===== src/design/glrt_params.svh =====
// Offsets, field positions, reset values and timing counts of the listener receive block
`ifndef GLRT_PARAMS_SVH
`define GLRT_PARAMS_SVH
// ==========================================================
// Register byte offsets
`define GLRT_OFS_CTRL 8'h00
`define GLRT_OFS_LEN 8'h04
`define GLRT_OFS_TERMS 8'h08
`define GLRT_OFS_STATUS 8'h0C
`define GLRT_OFS_COUNT 8'h10
`define GLRT_OFS_DATA 8'h14
`define GLRT_OFS_ISTAT 8'h18
`define GLRT_OFS_IMASK 8'h1C
// ==========================================================
// Control register fields
`define GLRT_CTL_START_STR 0
`define GLRT_CTL_START_ARR 1
`define GLRT_CTL_TNUM_LSB 2
`define GLRT_CTL_USE_TNUM 4
`define GLRT_CTL_ACTL_VALID 5
`define GLRT_CTL_DMA_EN 6
`define GLRT_CTL_ACTL_LSB 8
`define GLRT_ACTL_TERM_EN 2
// ==========================================================
// Status byte fields
`define GLRT_ST_NL 1
`define GLRT_ST_OVF 2
`define GLRT_ST_TMO 3
`define GLRT_ST_EOT 5
// Interrupt status fields
`define GLRT_IRQ_DONE 0
`define GLRT_IRQ_DATA 1
// ==========================================================
// Reset values and limits
`define GLRT_TERMS_RESET 32'h3B2C_0D0A
`define GLRT_CR_CHAR 8'h0D
`define GLRT_LEN_MAX 17'h1_0000
`define GLRT_LEN_RESET 17'h0_0050
// ==========================================================
// Timing
`define GLRT_CLK_MHZ 50
`define GLRT_TIMEOUT_US 1000
`define GLRT_TIMEOUT_CYCLES (`GLRT_TIMEOUT_US * `GLRT_CLK_MHZ)
`endif


===== src/design/dummy_unused_placeholder_never.sv =====
// Intentionally empty design note file
`timescale 1ns/10ps


===== src/design/glrt_pkg.sv =====
// Types shared by the listener receive block
package glrt_pkg;
  // ==========================================================
  // Receive sequencer states, one-hot
  typedef enum logic [2:0] {
    GLRT_IDLE = 3'b001,
    GLRT_WAIT = 3'b010,
    GLRT_ACK = 3'b100
  } glrt_state_type;
  // ==========================================================
  // Receive flavour
  typedef enum logic {
    GLRT_MODE_STRING = 1'b0,
    GLRT_MODE_ARRAY = 1'b1
  } glrt_mode_type;
endpackage


===== src/design/glrt_listener_rx.sv =====
// Listener receive termination logic with APB registers, DMA port and interrupt
`timescale 1ns/10ps
`include "glrt_params.svh"
// Functional notes
// - String receive stops when a further kept character exceeds the buffer length.
// - String receive stops when the selected terminator character arrives.
// - Any byte arriving with EOI asserted stops reception.
// - String receive drops carriage returns and the terminator character.
// - Terminator numbers 0..3 default to LF, CR, comma, semicolon.
// - Each terminator character is reprogrammable by software.
// - Status bit 3 set on timeout during transfer, else zero.
// - String status bit 2 set when a further kept character without EOI arrives at a full buffer.
// - Status bit 1 set when receive requested while not addressed to listen.
// - Completion reports the exact number of bytes received and kept.
// - String receive without explicit terminator number uses terminator 0.
// - A string buffer length is limited to 64 KBytes.
// - Array control byte: bit 2 enables terminator, bits 1:0 select, rest ignored.
// - Array receive data may be drained by DMA instead of register reads.
// - Array receive ends once the maximum byte count is received.
// - Array status bit 5 set on EOI or terminator end, else clear.
module glrt_listener_rx #(
  parameter int unsigned TMO_CYCLES = `GLRT_TIMEOUT_CYCLES
) (
  // Clock and reset
  input wire logic clk,
  input wire logic rst_n,
  // APB slave
  input wire logic psel,
  input wire logic penable,
  input wire logic pwrite,
  input wire logic [7:0] paddr,
  input wire logic [31:0] pwdata,
  output logic [31:0] prdata,
  output logic pready,
  output logic pslverr,
  // Bus acceptor side pins
  input wire logic bus_dav,
  input wire logic bus_eoi,
  input wire logic [7:0] bus_data,
  input wire logic listen_addressed,
  output logic bus_accept,
  // DMA drain
  output logic dma_req,
  output logic [7:0] dma_data,
  input wire logic dma_ack,
  // Interrupt
  output logic irq
);
  // ==========================================================
  // Reset synchroniser
  logic rst_meta_ff;
  logic rst_sync_ff;
  always_ff @(posedge clk or negedge rst_n) begin
    if (!rst_n) begin
      rst_meta_ff <= 1'b0;
      rst_sync_ff <= 1'b0;
    end else begin
      rst_meta_ff <= 1'b1;
      rst_sync_ff <= rst_meta_ff;
    end
  end
  wire rst_sync_n = rst_sync_ff;

  // ==========================================================
  // Pin synchronisers; first stage feeds only the second
  logic [10:0] pin_meta_ff;
  logic [10:0] pin_sync_ff;
  always_ff @(posedge clk or negedge rst_sync_n) begin
    if (!rst_sync_n) begin
      pin_meta_ff <= 11'h000;
      pin_sync_ff <= 11'h000;
    end else begin
      pin_meta_ff <= {listen_addressed, bus_eoi, bus_dav, bus_data};
      pin_sync_ff <= pin_meta_ff;
    end
  end
  wire [7:0] rx_byte = pin_sync_ff[7:0];
  wire rx_dav = pin_sync_ff[8];
  wire rx_eoi = pin_sync_ff[9];
  wire is_listener = pin_sync_ff[10];

  // Picks one character out of the packed terminator table
  function automatic logic [7:0] term_of(input logic [31:0] table_w, input logic [1:0] sel);
    term_of = table_w[8*sel +: 8];
  endfunction

  // ==========================================================
  // State and registers
  glrt_pkg::glrt_state_type state_ff, nxt_state;
  logic end_seen_ff;
  glrt_pkg::glrt_mode_type mode_ff;
  logic [16:0] len_ff;
  logic [31:0] terms_ff;
  logic [7:0] status_ff;
  logic [16:0] count_ff;
  logic [1:0] tsel_ff;
  logic term_en_ff;
  logic dma_en_ff;
  logic [7:0] hold_ff;
  logic hold_v_ff;
  logic [1:0] istat_ff;
  logic [1:0] imask_ff;
  logic [31:0] tmo_cnt_ff;

  // ==========================================================
  // APB decode; zero wait states, unmapped offsets answer with an error
  wire apb_acc = psel & penable;
  wire apb_wr = apb_acc & pwrite;
  wire apb_rd = apb_acc & ~pwrite;
  wire hit_ctrl = (paddr == `GLRT_OFS_CTRL);
  wire hit_len = (paddr == `GLRT_OFS_LEN);
  wire hit_terms = (paddr == `GLRT_OFS_TERMS);
  wire hit_status = (paddr == `GLRT_OFS_STATUS);
  wire hit_count = (paddr == `GLRT_OFS_COUNT);
  wire hit_data = (paddr == `GLRT_OFS_DATA);
  wire hit_istat = (paddr == `GLRT_OFS_ISTAT);
  wire hit_imask = (paddr == `GLRT_OFS_IMASK);
  wire hit_any = hit_ctrl | hit_len | hit_terms | hit_status | hit_count | hit_data |
                 hit_istat | hit_imask;
  assign pready = 1'b1;
  assign pslverr = apb_acc & ~hit_any;

  // Read mux over flops; unassigned bits are zero
  logic busy;
  assign busy = (state_ff != glrt_pkg::GLRT_IDLE);
  assign prdata = hit_ctrl ? {24'h00_0000, dma_en_ff, term_en_ff, 3'b000, tsel_ff, busy} :
                  hit_len ? {15'h0000, len_ff} :
                  hit_terms ? terms_ff :
                  hit_status ? {24'h00_0000, status_ff} :
                  hit_count ? {15'h0000, count_ff} :
                  hit_data ? {23'h00_0000, hold_v_ff, hold_ff} :
                  hit_istat ? {30'h0000_0000, istat_ff} :
                  hit_imask ? {30'h0000_0000, imask_ff} : 32'h0000_0000;

  // ==========================================================
  // Start requests, ignored while a receive is running
  wire start_str = apb_wr & hit_ctrl & pwdata[`GLRT_CTL_START_STR] & ~busy;
  wire start_arr = apb_wr & hit_ctrl & pwdata[`GLRT_CTL_START_ARR] & ~busy &
                   ~pwdata[`GLRT_CTL_START_STR];
  wire start_any = start_str | start_arr;
  wire [7:0] actl = pwdata[`GLRT_CTL_ACTL_LSB +: 8];
  wire [1:0] str_tsel = pwdata[`GLRT_CTL_USE_TNUM] ? pwdata[`GLRT_CTL_TNUM_LSB +: 2] :
                        2'b00;
  wire arr_ctl = pwdata[`GLRT_CTL_ACTL_VALID];
  wire [1:0] arr_tsel = arr_ctl ? actl[1:0] : 2'b00;
  wire arr_ten = arr_ctl & actl[`GLRT_ACTL_TERM_EN];
  wire start_nl = start_any & ~is_listener;

  // ==========================================================
  // Byte classification while waiting
  wire in_wait = (state_ff == glrt_pkg::GLRT_WAIT);
  wire take = in_wait & rx_dav & ~hold_v_ff;
  wire is_array = (mode_ff == glrt_pkg::GLRT_MODE_ARRAY);
  wire [7:0] term_char = term_of(terms_ff, tsel_ff);
  wire is_cr = (rx_byte == `GLRT_CR_CHAR);
  wire is_term = term_en_ff & (rx_byte == term_char);
  wire str_drop = is_cr | is_term;
  wire str_ovf = ~str_drop & (count_ff == len_ff);
  wire [16:0] count_inc = count_ff + 17'h0_0001;
  wire arr_full = (count_inc >= len_ff);
  wire keep = take & (is_array | (~str_drop & ~str_ovf));
  wire end_eot = rx_eoi | is_term;
  wire end_rx = take & (end_eot | (is_array ? arr_full : str_ovf));
  wire tmo_hit = in_wait & ~take & (tmo_cnt_ff >= TMO_CYCLES - 1);
  wire done = end_rx | tmo_hit | start_nl;

  // ==========================================================
  // Sequencer: wait for a byte, hold accept until the talker drops valid
  always_comb begin
    nxt_state = state_ff;
    unique case (state_ff)
      glrt_pkg::GLRT_IDLE: begin
        if (start_any & is_listener) begin
          nxt_state = glrt_pkg::GLRT_WAIT;
        end
      end
      glrt_pkg::GLRT_WAIT: begin
        if (tmo_hit) begin
          nxt_state = glrt_pkg::GLRT_IDLE;
        end else if (take) begin
          nxt_state = glrt_pkg::GLRT_ACK;
        end
      end
      glrt_pkg::GLRT_ACK: begin
        if (!rx_dav) begin
          nxt_state = status_ff[`GLRT_ST_EOT] | end_seen_ff ? glrt_pkg::GLRT_IDLE :
                      glrt_pkg::GLRT_WAIT;
        end
      end
      default: nxt_state = glrt_pkg::GLRT_IDLE;
    endcase
  end
  assign bus_accept = (state_ff == glrt_pkg::GLRT_ACK);

  always_ff @(posedge clk or negedge rst_sync_n) begin
    if (!rst_sync_n) begin
      state_ff <= glrt_pkg::GLRT_IDLE;
      end_seen_ff <= 1'b0;
    end else begin
      state_ff <= nxt_state;
      end_seen_ff <= start_any ? 1'b0 : (end_seen_ff | end_rx);
    end
  end

  // ==========================================================
  // Transfer setup captured at start
  always_ff @(posedge clk or negedge rst_sync_n) begin
    if (!rst_sync_n) begin
      mode_ff <= glrt_pkg::GLRT_MODE_STRING;
      tsel_ff <= 2'b00;
      term_en_ff <= 1'b0;
      dma_en_ff <= 1'b0;
    end else if (start_any) begin
      mode_ff <= start_arr ? glrt_pkg::GLRT_MODE_ARRAY : glrt_pkg::GLRT_MODE_STRING;
      tsel_ff <= start_arr ? arr_tsel : str_tsel;
      term_en_ff <= start_arr ? arr_ten : 1'b1;
      dma_en_ff <= start_arr & pwdata[`GLRT_CTL_DMA_EN];
    end
  end

  // Length clamps to the largest buffer; terminator table is writable
  always_ff @(posedge clk or negedge rst_sync_n) begin
    if (!rst_sync_n) begin
      len_ff <= `GLRT_LEN_RESET;
      terms_ff <= `GLRT_TERMS_RESET;
    end else begin
      if (apb_wr & hit_len) begin
        len_ff <= (pwdata > {15'h0000, `GLRT_LEN_MAX}) ? `GLRT_LEN_MAX : pwdata[16:0];
      end
      if (apb_wr & hit_terms & ~busy) begin
        terms_ff <= pwdata;
      end
    end
  end

  // ==========================================================
  // Status byte and kept-byte count; count cleared and status reloaded with only the not-listener bit at each start
  always_ff @(posedge clk or negedge rst_sync_n) begin
    if (!rst_sync_n) begin
      status_ff <= 8'h00;
      count_ff <= 17'h0_0000;
    end else if (start_any) begin
      status_ff <= {6'b00_0000, start_nl, 1'b0};
      count_ff <= 17'h0_0000;
    end else begin
      if (keep) begin
        count_ff <= count_inc;
      end
      if (tmo_hit) begin
        status_ff[`GLRT_ST_TMO] <= 1'b1;
      end
      if (take & ~is_array & str_ovf & ~rx_eoi) begin
        status_ff[`GLRT_ST_OVF] <= 1'b1;
      end
      if (take & is_array & end_eot) begin
        status_ff[`GLRT_ST_EOT] <= 1'b1;
      end
    end
  end

  // ==========================================================
  // Single holding byte; the talker stalls while it is full
  wire pop_cpu = apb_rd & hit_data & ~dma_en_ff;
  wire pop_dma = dma_en_ff & dma_ack & hold_v_ff;
  always_ff @(posedge clk or negedge rst_sync_n) begin
    if (!rst_sync_n) begin
      hold_ff <= 8'h00;
      hold_v_ff <= 1'b0;
    end else if (keep) begin
      hold_ff <= rx_byte;
      hold_v_ff <= 1'b1;
    end else if (pop_cpu | pop_dma) begin
      hold_v_ff <= 1'b0;
    end
  end
  assign dma_req = dma_en_ff & hold_v_ff;
  assign dma_data = hold_ff;

  // Timeout counter restarts on every accepted byte
  always_ff @(posedge clk or negedge rst_sync_n) begin
    if (!rst_sync_n) begin
      tmo_cnt_ff <= 32'h0000_0000;
    end else if (!in_wait || take || tmo_hit) begin
      tmo_cnt_ff <= 32'h0000_0000;
    end else begin
      tmo_cnt_ff <= tmo_cnt_ff + 32'h0000_0001;
    end
  end

  // ==========================================================
  // Interrupt status, write one to clear; a new event wins over the clear
  wire [1:0] ev = {keep, done};
  wire [1:0] w1c = (apb_wr & hit_istat) ? pwdata[1:0] : 2'b00;
  always_ff @(posedge clk or negedge rst_sync_n) begin
    if (!rst_sync_n) begin
      istat_ff <= 2'b00;
      imask_ff <= 2'b00;
    end else begin
      istat_ff <= (istat_ff & ~w1c) | ev;
      if (apb_wr & hit_imask) begin
        imask_ff <= pwdata[1:0];
      end
    end
  end
  assign irq = |(istat_ff & imask_ff);

  // ==========================================================
  // Checks
  property p_eoi_stops;
    @(posedge clk) disable iff (!rst_sync_n)
    (take & rx_eoi) |=> end_seen_ff && (state_ff == glrt_pkg::GLRT_ACK);
  endproperty
  a_eoi_stops: assert property (p_eoi_stops) else $error("EOI byte did not end receive");
  property p_end_idle;
    @(posedge clk) disable iff (!rst_sync_n)
    (bus_accept & end_seen_ff & ~rx_dav) |=> (state_ff == glrt_pkg::GLRT_IDLE);
  endproperty
  a_end_idle: assert property (p_end_idle) else $error("Ended receive did not go idle");
  property p_drop_cr;
    @(posedge clk) disable iff (!rst_sync_n)
    (take & ~is_array & is_cr) |=> $stable(count_ff);
  endproperty
  a_drop_cr: assert property (p_drop_cr) else $error("Carriage return was counted");
  property p_term_stops;
    @(posedge clk) disable iff (!rst_sync_n)
    (take & is_term) |=> end_seen_ff;
  endproperty
  a_term_stops: assert property (p_term_stops) else $error("Terminator did not end receive");
  property p_tmo_flag;
    @(posedge clk) disable iff (!rst_sync_n)
    tmo_hit |=> status_ff[`GLRT_ST_TMO] && state_ff == glrt_pkg::GLRT_IDLE;
  endproperty
  a_tmo_flag: assert property (p_tmo_flag) else $error("Timeout not flagged");
  property p_ovf_flag;
    @(posedge clk) disable iff (!rst_sync_n)
    (take & ~is_array & str_ovf & ~rx_eoi) |=> status_ff[`GLRT_ST_OVF] && $stable(count_ff);
  endproperty
  a_ovf_flag: assert property (p_ovf_flag) else $error("Overflow not flagged");
  property p_nl_flag;
    @(posedge clk) disable iff (!rst_sync_n)
    start_nl |=> status_ff[`GLRT_ST_NL] && !busy;
  endproperty
  a_nl_flag: assert property (p_nl_flag) else $error("Not-listener start mishandled");
  property p_count;
    @(posedge clk) disable iff (!rst_sync_n)
    keep |=> count_ff == $past(count_ff) + 17'h0_0001;
  endproperty
  a_count: assert property (p_count) else $error("Kept byte not counted");
  property p_arr_limit;
    @(posedge clk) disable iff (!rst_sync_n)
    (take & is_array & arr_full) |=> end_seen_ff && !status_ff[`GLRT_ST_EOT] || $past(end_eot);
  endproperty
  a_arr_limit: assert property (p_arr_limit) else $error("Array limit not honoured");
  property p_zero_bits;
    @(posedge clk) disable iff (!rst_sync_n)
    (status_ff[7:6] == 2'b00) && !status_ff[4] && !status_ff[0];
  endproperty
  a_zero_bits: assert property (p_zero_bits) else $error("Unassigned status bit set");
  property p_len_clamp;
    @(posedge clk) disable iff (!rst_sync_n)
    len_ff <= `GLRT_LEN_MAX;
  endproperty
  a_len_clamp: assert property (p_len_clamp) else $error("Length above limit");
endmodule


===== config.mk =====
export PLATFORM = sky130hd
export DESIGN_NAME = glrt_listener_rx
export DESIGN_NICKNAME = d
export VERILOG_FILES = /design/src/design/dummy_unused_placeholder_never.sv /design/src/design/glrt_pkg.sv /design/src/design/glrt_listener_rx.sv
export VERILOG_INCLUDE_DIRS = /design/src /design/src/design
export SDC_FILE = /design/constraint.sdc
export NUM_CORES = 1
export LEC_CHECK = 0
export BUFFER_PORTS_ARGS = -buffer_cell sky130_fd_sc_hd__buf_2
export CAP_MARGIN = 10
export CORE_MARGIN = 5
export CORE_UTILIZATION = 50
export CTS_CLUSTER_SIZE = 40
export DETAILED_ROUTE_END_ITERATION = 16
export PLACE_DENSITY_LB_ADDON = 0.05
export SYNTH_ARGS = -nofsm -noshare
export SYNTH_HDL_FRONTEND = slang
export SYNTH_SLANG_ARGS = --single-unit

===== constraint.sdc =====
create_clock -name clk -period 5.98 [get_ports clk]
set_clock_uncertainty 0.2 [all_clocks]
set_input_delay 1.196 -clock clk [delete_from_list [all_inputs] [get_ports clk]]
set_output_delay 1.196 -clock clk [all_outputs]
set_load 0.02 [all_outputs]

==> metrics.yaml <==
place:
  hpwlAfterDp_um: 15300
  portBuffers: 100
  routabilityCongestion: 0.948
  placed_cell_area_um2: 8250
  dp_cells: 962
global_routing:
  grt_overflow: 0
  track_usage_pct: 23.8
  grt_use_met2_pct: 39.8
  grt_start_max_net_pins: 58
  busiest_layer: "met2"
  use_met1_pct: 30.7
  antenna_found_initial: 0
  grt_pass1_wl_um: 32900
  grt_pass1_vias: 5960
  grtUsageMet3_pct: 5.28
sta:
  worstMarginPinSlew_ns: 1.18
  slew_headroom_pct: 20.8
  fmax_ghz: 0.215
  finalCritPeriodShare_pct: 77.7
  slew_viol_final: 0
  finalSetupTns_ns: 0
  rsz0062_at_grt: "no"
  period_needed_ns: 4.65
  timing.final.hold_violations: 0
  setup_viol_count_final: 0
setup_path:
  r2r_slack_ns: 2.19
  path_class: "in -> out"
  worstSetupStartpoint: "paddr[0]"
  path_cells: "buf_2, nor4_2, nand3b_1, nor2_1, a32oi_1, o21ai_0, o21ai_0, o21ai_0, buf_2"
  reg2reg_from: "count_ff[4]"
  crit_path_start_kind: "input port"
  worstSetupEndpointType: "output port"
  slowest_stage: "nor2_1"
  timing.rr.end: "istat_ff[0]"
  cp_num_cells: 9
  worstPathArrival_ns: 3.25
  reg2regPathDepth: 13
  cpLargestDelayFamily: "simple AND/OR/NAND/NOR gates"
  critPathBufInv: 2
  critPathMaxStageDelay_ns: 0.59
  cp_common_cell: "o21ai_0"
  cp-endpoint: "prdata[2]"
  critical_path_required_ns: 4.58
  cp_max_fo: 8
synth:
  postSynthAreaPerCell_um2: 10.9
  yosys.area.top_type: "dfrtp_1"
  synth_most_common_cell: "dfrtp_1"
  synth_common_cells: "dfrtp_1 (132), nor2_1 (48), nand2_1 (43), mux2_2 (37), xor2_1 (35)"
  synth_area_leaders: "dfrtp_1 (44%), dfstp_2 (5.6%), mux2_2 (5.5%), xor2_1 (4.1%), ha_1 (3.2%)"
  synth_cell_types: 68
  post-synth-top-area-fraction_pct: 43.8
  netlist_instances: 690
  yosysWarnings: 0
  syn_area_um2: 7540
  seq_area_frac_synth_pct: 49.4
  synth-edff-count: 0
  synth-seq-cells: 148
  synthArstFlopShare_pct: 100
  yosys_most_used_dff: "dfrtp_1"
worst_hold_path:
  hold_depth: 0
  hp-class: "reg -> reg"
job:
  max_cap_violations: 0
final_layout:
  diodes: 0
  nNetsFinal: 873
  synthToLayoutAreaGrowth_pct: 16.9
  post_route_cells_drive_above_1_share_pct: 26.4
  fill_cells: 1244
  fin_area_um2: 8810
  final_cells: 994
cts:
  cts_sinks: 148
  cts_buffer_depth: 2
  clock-root-buffer: "clkbuf_16"
  postCtsResizedCells: 0
  clkTransAtPathRegs_ns: 0.06
  clk-insertion-delay-late_ns: 0.42
  postCtsHoldBufs: 0
  cts_made_buffers: 17
  cts_max_level: 4
  post_cts_buffers: 0
  cts_tree: "built"
power_and_ir_drop:
  powerDensity_nw_per_um2: 243
  power.total_uw: 2140
  ir_worst_vdd_mv: 0.320
  leakage_uw: 0.00406
floorplanning:
  die-area_um2: 17600
  io_pins: 102
  core_region_area_um2: 14600
  rows: 44
  die_x_um: 133
  start_util_pct: 51.5
  fp.dieH_um: 133
route:
  wl_per_cell_um: 20.4
  wirelength_um: 20200
  drt-pass1-iter-count: 5
  vias: 5870
  post-route-drc-count: 0
  ant_nets: 0
  drt_iter0_drc: 513
  via_per_inst: 5.91
outcome:
  status: "completed"
## worst register-to-register path, stage by stage, from the launching register on
cell	delay [ns]
dfrtp_1	0.58
nand3_1	0.14
nor2_1	0.37
nand4_1	0.27
or2_2	0.41
nor2_1	0.14
xor2_1	0.21
ha_1	0.28
a21o_1	0.17
a21oi_1	0.13
o21ai_0	0.14
a22oi_1	0.17
a31oi_1	0.16
a2111o_1	0.32
## worst min path at each step
stage | endpoint | slack, ns | from
after floorplan | pin_sync_ff[0] | 0.13 | pin_meta_ff[0]
after global placement | pin_sync_ff[5] | 0.13 | pin_meta_ff[5]
after detailed placement | pin_sync_ff[6] | 0.14 | pin_meta_ff[6]
after CTS | pin_sync_ff[6] | 0.15 | pin_meta_ff[6]
after global routing | pin_sync_ff[1] | 0.16 | pin_meta_ff[1]
final | pin_sync_ff[6] | 0.15 | pin_meta_ff[6]
## where the power goes
part / switching (µW) / internal (µW)
Clock: 466 / 549
Sequential: 21.0 / 1020
Combinational: 51.3 / 32.2
## final cells by class
| cell class | instances | area [µm²] | area share [%] |
|---|---|---|---|
| tap | 184 | 230 | 2.61 |
| timing repair buffer | 109 | 568 | 6.45 |
| multi-input combinational | 498 | 3630 | 41.2 |
| inverter | 23 | 86.3 | 0.980 |
| clock buffer | 17 | 425 | 4.83 |
| clock inverter | 15 | 140 | 1.59 |
| sequential | 148 | 3730 | 42.3 |
## stage by stage
step | utilization, % | hold slack (ns) | setup WS [ns]
floorplan | - | 0.131 | 1.38
global placement | 56.3 | 0.132 | 1.40
detailed placement | 56.3 | 0.136 | 1.35
CTS | 60.2 | 0.151 | 1.36
global route | 60.2 | 0.155 | 1.12
finish | 60.2 | 0.148 | 1.33
## logic make-up (layout without fill, tap and decap cells)
kind of cell	Yosys count	after routing	synth area share (%)
AOI/OAI and AO/OA	115	115	11.9
and+or+nand+nor	231	231	15.9
other	2	18	0.0996
adders and majority gates	19	19	3.15
buffers and inverters	60	164	3.29
xor gates and xnor gates	53	53	6.16
muxes	62	62	10.2
DFF	148	148	49.4
## cell usage in the layout, fill, tap and decap left out, types with 5 or more instances in the layout
| cell | count |
|---|---|
| clkbuf_16 | 17 |
| mux4_2 | 7 |
| a31oi_1 | 6 |
| conb_1 | 18 |
| inv_1 | 22 |
| nand2b_1 | 5 |
| and2_1 | 19 |
| buf_4 | 9 |
| nand3_1 | 24 |
| clkinvlp_4 | 5 |
| xnor2_1 | 18 |
| a21oi_1 | 16 |
| ha_1 | 19 |
| o21ai_0 | 9 |
| dfrtp_1 | 131 |
| nor2_1 | 47 |
| nand2_1 | 43 |
| a22o_1 | 19 |
| mux2i_1 | 9 |
| dfstp_2 | 16 |
| mux2_1 | 9 |
| nor4_1 | 22 |
| o21ai_1 | 8 |
| buf_2 | 100 |
| mux2_2 | 37 |
| nor3_1 | 27 |
| a221o_1 | 19 |
| and3_1 | 7 |
| inv_6 | 5 |
| nand4_1 | 10 |
| a21o_1 | 7 |
| xor2_1 | 35 |
## state kept, by name, indices dropped and copies added (netlist names)
register	count
terms_ff	32
dma_en_ff	1
len_ff	17
pin_sync_ff	11
rst_sync_ff	1
tsel_ff	2
istat_ff	2
tmo_cnt_ff	32
is_array	1
term_en_ff	1
hold_v_ff	1
pin_meta_ff	11
state_ff	3
count_ff	17
status_ff	4
imask_ff	2
end_seen_ff	1
rst_meta_ff	1
dma_data	8
## per-layer routing
metal,vias to the layer above,wire (µm)
met3,38,1120
met1,2912,8500
met2,207,10200
li1,2713,-
met4,0,447
met5,-,0
Power figures use the tool's default switching activity.
